`src/shared/flash_host_pkg.sv`:
```
// Constants and carrier types for the parallel flash host controller.
// Assumes a word-wide asynchronous flash on the far side of the pins.
package flash_host_pkg;
  // ==========================================================
  // Command bytes
  localparam logic [7:0] CMD_SUSPEND     = 8'hB0;
  localparam logic [7:0] CMD_READ_STATUS = 8'h70;
  localparam logic [7:0] CMD_READ_ARRAY  = 8'hFF;
  localparam logic [7:0] CMD_RESUME      = 8'hD0;
  localparam logic [7:0] CMD_READ_QUERY  = 8'h98;
  localparam logic [7:0] CMD_READ_CONFIG = 8'h90;
  // ==========================================================
  // Status and block status fields
  localparam int SR_READY_BIT   = 7;
  localparam int SR_SUSP_BIT    = 2;
  localparam int BSR_LOCK_BIT   = 0;
  localparam int BSR_LDOWN_BIT  = 1;
  localparam logic [5:0] BSR_RSVD_ZERO = 6'h00;
  localparam logic [7:0] QUERY_HI_ZERO = 8'h00;
  // ==========================================================
  // Query space layout
  localparam logic [21:0] QRY_ID_BASE   = 22'h000010;
  localparam logic [21:0] QRY_SYS_BASE  = 22'h00001B;
  localparam logic [21:0] QRY_RSVD_LO   = 22'h000004;
  localparam logic [21:0] QRY_RSVD_HI   = 22'h00000F;
  localparam logic [21:0] QRY_PTR_OFS   = 22'h000015;
  localparam logic [21:0] BSR_OFS       = 22'h000002;
  localparam logic [7:0]  QRY_CHAR_Q    = 8'h51;
  localparam logic [7:0]  QRY_CHAR_R    = 8'h52;
  localparam logic [7:0]  QRY_CHAR_Y    = 8'h59;
  localparam logic [21:0] BLOCK_WORDS   = 22'h008000;
  // ==========================================================
  // Bus timing (ns) and cycles at 10 MHz
  localparam int CLK_NS     = 100;
  localparam int T_STROBE_NS = 100;
  localparam int T_ACC_NS    = 70;
  localparam int STROBE_CYC = (T_STROBE_NS + CLK_NS - 1) / CLK_NS;
  localparam int ACC_CYC    = (T_ACC_NS + CLK_NS - 1) / CLK_NS;
  // ==========================================================
  // User-side orders
  typedef enum logic [2:0] {
    OP_SUSPEND,
    OP_RESUME,
    OP_READ_ARRAY,
    OP_READ_QUERY,
    OP_READ_BSR,
    OP_READ_STATUS
  } op_t;

  typedef struct packed {
    op_t         op;
    logic [21:0] addr;
  } req_t;

  typedef struct packed {
    logic [15:0] data;
    logic        ready;
    logic        suspended;
    logic        locked;
    logic        lockedDown;
    logic        queryOk;
  } resp_t;
endpackage

```
`src/design/flash_host_ctrl.sv`:
```
// Host controller driving an asynchronous word-wide flash over its pins.
// Assumes pins are in another timing domain; read data is synchronised.
// ==========================================================
module flash_host_ctrl
  import flash_host_pkg::*;
#(
  parameter int ADDR_W = 22
)(
  input  wire logic              clock,
  input  wire logic              nrst,
  input  wire logic              clkEn,
  input  wire logic              reqValid,
  input  wire req_t              req,
  output logic                   reqReady,
  output logic                   respValid,
  output resp_t                  resp,
  output logic                   suspendRefused,
  output logic [ADDR_W-1:0]      flashAddr,
  input  wire logic [15:0]       flashDqIn,
  output logic [15:0]            flashDqOut,
  output logic                   flashDqOe,
  output logic                   flashCeN,
  output logic                   flashOeN,
  output logic                   flashWeN
);
  // ==========================================================
  // Sequencer
  typedef enum logic [2:0] { S_IDLE, S_WR, S_WRGAP, S_RD, S_SAMP, S_DONE } state_t;

  state_t             state_q;
  op_t                op_q;
  logic [ADDR_W-1:0]  addr_q;
  logic [1:0]         step_q;
  logic [1:0]         nSteps_q;
  logic [3:0]         cnt_q;
  logic [15:0]        sync1_q;
  logic [15:0]        sync2_q;
  logic [21:0]        suspBlock_q;
  logic               suspActive_q;
  logic               waitRd_q;

  function automatic logic [7:0] cmdFor(op_t o, logic [1:0] s);
    case (o)
      OP_SUSPEND:     cmdFor = (s == 2'd0) ? CMD_SUSPEND : CMD_READ_STATUS;
      OP_RESUME:      cmdFor = CMD_RESUME;
      OP_READ_ARRAY:  cmdFor = CMD_READ_ARRAY;
      OP_READ_QUERY:  cmdFor = CMD_READ_QUERY;
      OP_READ_BSR:    cmdFor = CMD_READ_CONFIG;
      default:        cmdFor = CMD_READ_STATUS;
    endcase
  endfunction

  function automatic logic [21:0] blockOf(logic [21:0] a);
    blockOf = a & ~(BLOCK_WORDS - 22'h000001);
  endfunction

  // Same-block array reads refused while a program is parked
  logic refuse;
  assign refuse = suspActive_q && req.op == OP_READ_ARRAY
                  && blockOf(req.addr) == suspBlock_q;
  assign reqReady = clkEn && state_q == S_IDLE;
  assign suspendRefused = reqValid && reqReady && refuse;

  always_ff @(posedge clock or negedge nrst)
  begin
    if (!nrst)
    begin
      state_q  <= S_IDLE;
      op_q     <= OP_READ_STATUS;
      addr_q   <= '0;
      step_q   <= 2'd0;
      nSteps_q <= 2'd0;
      cnt_q    <= 4'h0;
      waitRd_q <= 1'b0;
    end
    else if (clkEn)
    begin
      case (state_q)
        S_IDLE:
          if (reqValid && !refuse)
          begin
            op_q     <= req.op;
            step_q   <= 2'd0;
            nSteps_q <= (req.op == OP_SUSPEND) ? 2'd2 : 2'd1;
            cnt_q    <= 4'h0;
            // Block status word sits two words past the block base
            addr_q   <= (req.op == OP_READ_BSR)
                        ? ADDR_W'(blockOf(req.addr) + BSR_OFS)
                        : ADDR_W'(req.addr);
            state_q  <= S_WR;
          end
        S_WR:
          if (cnt_q == 4'(STROBE_CYC - 1))
          begin
            cnt_q   <= 4'h0;
            state_q <= S_WRGAP;
          end
          else
            cnt_q <= cnt_q + 4'h1;
        S_WRGAP:
          if (step_q + 2'd1 < nSteps_q)
          begin
            step_q  <= step_q + 2'd1;
            state_q <= S_WR;
          end
          else if (op_q == OP_RESUME || op_q == OP_READ_ARRAY)
            state_q <= S_DONE;
          else
            state_q <= S_RD;
        S_RD:
          // Sync stages add two cycles on top of access time
          if (cnt_q == 4'(ACC_CYC + 2))
          begin
            cnt_q   <= 4'h0;
            state_q <= S_SAMP;
          end
          else
            cnt_q <= cnt_q + 4'h1;
        S_SAMP:
          // Poll with a fresh output-enable pulse until ready
          if (op_q == OP_SUSPEND && !sync2_q[SR_READY_BIT])
            state_q <= S_RD;
          else
            state_q <= S_DONE;
        S_DONE:
          state_q <= S_IDLE;
        default:
          state_q <= S_IDLE;
      endcase
    end
  end

  // ==========================================================
  // Pin drive
  always_comb
  begin
    flashAddr  = addr_q;
    flashDqOut = {8'h00, cmdFor(op_q, step_q)};
    flashDqOe  = state_q == S_WR;
    flashWeN   = !(state_q == S_WR);
    flashOeN   = !(state_q == S_RD);
    flashCeN   = !(state_q == S_WR || state_q == S_RD);
  end

  always_ff @(posedge clock or negedge nrst)
  begin
    if (!nrst)
    begin
      sync1_q <= 16'h0000;
      sync2_q <= 16'h0000;
    end
    else if (clkEn)
    begin
      sync1_q <= flashDqIn;
      sync2_q <= sync1_q;
    end
  end

  // ==========================================================
  // Suspension tracking
  always_ff @(posedge clock or negedge nrst)
  begin
    if (!nrst)
    begin
      suspActive_q <= 1'b0;
      suspBlock_q  <= 22'h000000;
    end
    else if (clkEn)
    begin
      if (state_q == S_SAMP && op_q == OP_SUSPEND && sync2_q[SR_READY_BIT])
      begin
        suspActive_q <= sync2_q[SR_SUSP_BIT];
        suspBlock_q  <= blockOf(22'(addr_q));
      end
      else if (state_q == S_DONE && op_q == OP_RESUME)
        suspActive_q <= 1'b0;
    end
  end

  // ==========================================================
  // Answer
  always_ff @(posedge clock or negedge nrst)
  begin
    if (!nrst)
    begin
      respValid <= 1'b0;
      resp      <= '0;
    end
    else if (clkEn)
    begin
      respValid <= state_q == S_DONE;
      if (state_q == S_SAMP)
      begin
        resp.data       <= sync2_q;
        resp.ready      <= sync2_q[SR_READY_BIT];
        resp.suspended  <= sync2_q[SR_SUSP_BIT];
        resp.locked     <= sync2_q[BSR_LOCK_BIT];
        resp.lockedDown <= sync2_q[BSR_LDOWN_BIT];
        // Query byte valid only with zero high byte; BLOCK_LOCK_STATE with zero spare bits
        resp.queryOk    <= (op_q == OP_READ_QUERY)
                           ? sync2_q[15:8] == QUERY_HI_ZERO
                           : (op_q == OP_READ_BSR)
                             ? sync2_q[7:2] == BSR_RSVD_ZERO
                             : 1'b1;
      end
    end
  end
endmodule

```
`config.mk`:
```
export PLATFORM = sky130hd
export DESIGN_NAME = flash_host_ctrl
export DESIGN_NICKNAME = d
export VERILOG_FILES = /design/src/shared/flash_host_pkg.sv /design/src/design/flash_host_ctrl.sv
export SDC_FILE = /design/constraint.sdc
export NUM_CORES = 1
export LEC_CHECK = 0
export BUFFER_PORTS_ARGS = -buffer_cell sky130_fd_sc_hd__buf_2
export CORE_UTILIZATION = 50
export CTS_CLUSTER_SIZE = 40
export DETAILED_ROUTE_END_ITERATION = 12
export GPL_ROUTABILITY_DRIVEN = 1
export GPL_TIMING_DRIVEN = 0
export PLACE_DENSITY_LB_ADDON = 0.12
export SLEW_MARGIN = 0
export SYNTH_ARGS = -nofsm -noshare
export SYNTH_HDL_FRONTEND = slang
export SYNTH_SLANG_ARGS = --single-unit
```
`constraint.sdc`:
```
create_clock -name clock -period 2.16 [get_ports clock]
set_input_delay 0.216 -clock clock [delete_from_list [all_inputs] [get_ports clock]]
set_output_delay 0.216 -clock clock [all_outputs]
set_load 0.1 [all_outputs]
```
==> implementation parameters <==
Parameter                              Value

Floorplanning
  Die boundary height    between 90 and 100 µm
  Die Wd    94.8 µm
  Total core area    0.00826 mm²
  Starting density of the core    roughly 52%
  Die area    0.00899 mm²
  Num ports    111
  Row Count    33

GRT
  Sum of overflow across all layers after global routing    0
  Total Routing Usage GR    20.5%
  Pin count of the biggest net entering global routing    between 70 and 80
  Antenna violations before repair    0
  Via count of the first global-routing pass    ~2900
  Global-route wire length before repair    14000 µm

Worst setup path
  Critical path required time    a little under 2 ns
  Worst setup path endpoint    flashDqOut[1]
  Setup slack of the worst register-to-register path    ~0.15 ns
  Worst r2r path cells    7
  Worst Setup Path Type    reg -> out
  Endpoint of the worst register-to-register path    flashAddr[18]$_DFFE_PN0P_
  Max incr delay on CP    0.50 ns
  Most repeated library cell on the critical path    sky130_fd_sc_hd__nor2b_4
  Worst path slowest cell    sky130_fd_sc_hd__dfrtp_1
  Crit path cell chain    nor2b_4, nor2b_4, buf_4, buf_2
  Critical Path Source    op_q[1]$_DFFE_PN0P_
  Largest fanout on the critical path    7
  Crit end category    output pin
  Startpoint type of the worst setup path    flop
  Arrival time at the worst endpoint    1.86 ns
  Beginning of the worst register-to-register path    suspBlock_q[17]$_DFFE_PN0P_

Timing
  Unrepaired setup endpoints after global routing    false
  Skew final    0.00815 ns
  Number of max-slew violations in the final report    0
  Min Tclk post-route    2.08 ns
  Final worst-path cycle share    96.1%
  Max-slew headroom at the worst pin    between 60% and 70%
  Endpoints failing hold    0
  Total setup violations reported at the end of the flow    0
  Fmax    482 MHz
  Slew at the pin closest to its max-slew limit    around 0.59 ns

Placement
  Port buffer count    100
  Post-detailed-placement half-perimeter wirelength    6190 µm
  Placed Area    0.00508 mm²
  Gp weighted congestion    0.743

Cells and area
  Number of fillers in the final layout    690
  Area growth from synthesis to final layout    22.8%
  Layout cells sized above 1    approximately half
  Final-stage net count    526
  Final Instance Area    0.00529 mm²
  Total inserted antenna cells    0

Route
  Detailed Route Iter0 Violations    between 100 and 150
  Number of DRC violations after detailed routing    0
  Detailed-routing iteration count for the pre-antenna-repair pass    4
  Routed via count    around 3000
  Average routed wire per standard cell    14.4 µm
  Total wire length after detailed routing    8450 µm
  Vias per cell    just over 5
  Post-detailed-route count of antenna-violating nets    0

Yosys
  Top cells by area, synth    sky130_fd_sc_hd__dfrtp_1, sky130_fd_sc_hd__mux2_2, sky130_fd_sc_hd__nand2_1
  EDFF count, synth    0
  Sequential element share of the synthesized area    54.7%
  Area of the mapped netlist    roughly 0.0043 mm²
  Leading register cell type out of synthesis    sky130_fd_sc_hd__dfrtp_1
  Synth Warn #    0
  Cell type with the largest total area after synthesis    sky130_fd_sc_hd__dfrtp_1
  Mean Syn Cell Area    between 10 and 15 µm²
  Proportion of netlist area held by the largest area contributor    a little over half
  Number of unique standard cell types used by synthesis    50
  Most numerous cell types in the synthesized netlist    sky130_fd_sc_hd__dfrtp_1, sky130_fd_sc_hd__mux2_2, sky130_fd_sc_hd__nand2_1
  Share of synthesized registers carrying an async set or reset    100%
  Number of instances in the synthesized netlist    around 360
  Top-count cell post-synth    sky130_fd_sc_hd__dfrtp_1
  Yosys reg bits    between 90 and 100

Worst hold path
  Min-Delay Path Class    in -> reg
  Cell depth of the worst min-delay path    2

Clock tree
  Clock Root Buffer    sky130_fd_sc_hd__clkbuf_8
  TritonCTS clock tree    done
  Maximum number of buffers from clock root to sink    2
  H-tree depth    3
  Clock latency reported for the late side of the worst-skew pair    roughly 0.36 ns
  Clk sinks    between 90 and 100
  Clock-pin slew reported for the worst setup and hold paths after clock tree synthesis    ~0.090 ns
  Number of buffers created by CTS    9

Outcome
  Run status    finished, final reports clean

Run
  Max cap viols    0
## kinds of logic (layout without fill, tap and decap cells)
logic type	after synthesis	after routing	share of synthesized area [%]
buffers and inverters	48	167	6.71
other	2	9	0.174
AOI/OAI and AO/OA	43	43	6.13
and+or+nand+nor	88	88	11.1
adders and majority gates	4	4	1.16
DFF	94	94	54.7
muxes	69	69	18.4
xor gates and xnor gates	8	8	1.63
## layout make-up
| class | count | area (µm²) | area share [%] |
|---|---|---|---|
| Buffer | 33 | 259 | 4.90 |
| Clock buffer | 11 | 151 | 2.86 |
| Clock inverter | 5 | 32.5 | 0.615 |
| Inverter | 15 | 60.1 | 1.14 |
| Multi-Input combinational cell | 221 | 1740 | 33.0 |
| Sequential cell | 94 | 2350 | 44.5 |
| Tap cell | 105 | 131 | 2.48 |
| Timing Repair Buffer | 103 | 557 | 10.5 |
## layout by cell type (no fill, tap or decap), types with 2 or more instances in the layout
cell type                  synthesis  final
sky130_fd_sc_hd__clkinv_2          0      3
sky130_fd_sc_hd__nor4_4            1      2
sky130_fd_sc_hd__o21ai_0          19     19
sky130_fd_sc_hd__buf_6             5      7
sky130_fd_sc_hd__inv_1            15     14
sky130_fd_sc_hd__a21o_1            3      3
sky130_fd_sc_hd__nand2_1          45     45
sky130_fd_sc_hd__nor2_1            7      6
sky130_fd_sc_hd__and2_1            2      2
sky130_fd_sc_hd__ha_1              4      4
sky130_fd_sc_hd__nand2b_1          5      4
sky130_fd_sc_hd__o311ai_0          2      2
sky130_fd_sc_hd__nor4_1            5      4
sky130_fd_sc_hd__buf_2             5    102
sky130_fd_sc_hd__mux2_4            5      5
sky130_fd_sc_hd__conb_1            2      9
sky130_fd_sc_hd__dfrtp_1          92     92
sky130_fd_sc_hd__xnor2_1           8      8
sky130_fd_sc_hd__mux2_2           62     62
sky130_fd_sc_hd__o21bai_1          2      2
sky130_fd_sc_hd__clkbuf_8          0     12
sky130_fd_sc_hd__buf_1             3      3
sky130_fd_sc_hd__nand3_1           6      6
sky130_fd_sc_hd__dfstp_2           2      2
sky130_fd_sc_hd__nor3_1            3      3
sky130_fd_sc_hd__nor2b_4           0      3
sky130_fd_sc_hd__buf_4            17     18
sky130_fd_sc_hd__o21ai_1           2      2
sky130_fd_sc_hd__a21oi_1           6      5
## sequential cells by signal (all words and copies together), names as in the netlist
signal	flops
sync2_q	16
suspActive_q	1
step_q	2
respValid	1
resp	17
suspBlock_q	7
cnt_q	4
flashAddr	22
op_q	3
nSteps_q	2
sync1_q	16
state_q	3
## timing repair
action / in CTS / in global routing
hold endpoints to repair: 23 / 0
pin swaps: 1 / 0
hold buffers: 1 / 0
setup buffers: 1 / 0
setup endpoints to repair: 2 / 1
resized for setup: 3 / 1
## routing by layer
metal | up-vias | GRT usage, % | wire length, µm | share of wire (%)
li1 | 1442 | - | - | -
met1 | 1430 | 26.7 | 3930 | 46
met2 | 77 | 33.6 | 3980 | 47
met3 | 13 | 3.54 | 393 | 4.6
met4 | 0 | 8.71 | 147 | 1.7
met5 | - | 0 | 0 | 0
## stage by stage
stage	setup TNS, ns	instances	hold slack [ns]	util, %	setup slack (ns)
3_3_place_gp	-1.01	568	0.448	61.1	-0.0161
4_1_cts	0	587	0.0695	64.0	0.0569
6_report	0	587	0.0820	64.1	0.0839
2_1_floorplan	-0.646	363	-0.0796	-	-0.354
3_5_place_dp	0	569	0.145	61.5	0.156
5_1_grt	0	587	0.0751	64.1	0.0110
## worst min path at each step
stage | from | endpoint | slack, ns
4_1_cts | flashDqIn[8] | sync1_q[8]$_DFFE_PN0P_ | 0.07
3_3_place_gp | flashDqIn[8] | sync1_q[8]$_DFFE_PN0P_ | 0.45
2_1_floorplan | nrst | cnt_q[0]$_DFFE_PN0P_ | -0.08
6_report | flashDqIn[8] | sync1_q[8]$_DFFE_PN0P_ | 0.08
3_5_place_dp | nrst | flashAddr[9]$_DFFE_PN0P_ | 0.14
5_1_grt | flashDqIn[13] | sync1_q[13]$_DFFE_PN0P_ | 0.08
## worst max-delay path, delay by kind of cell, from the launching register on
family                 cells  cell delay [ns]
AND/OR/NAND/NOR            2             0.48
buffers and inverters      2             0.53
flip-flops                 1             0.50
Power is not shown: default switching activity piles up to over one toggle a cycle in this logic, so the estimate is an artifact.
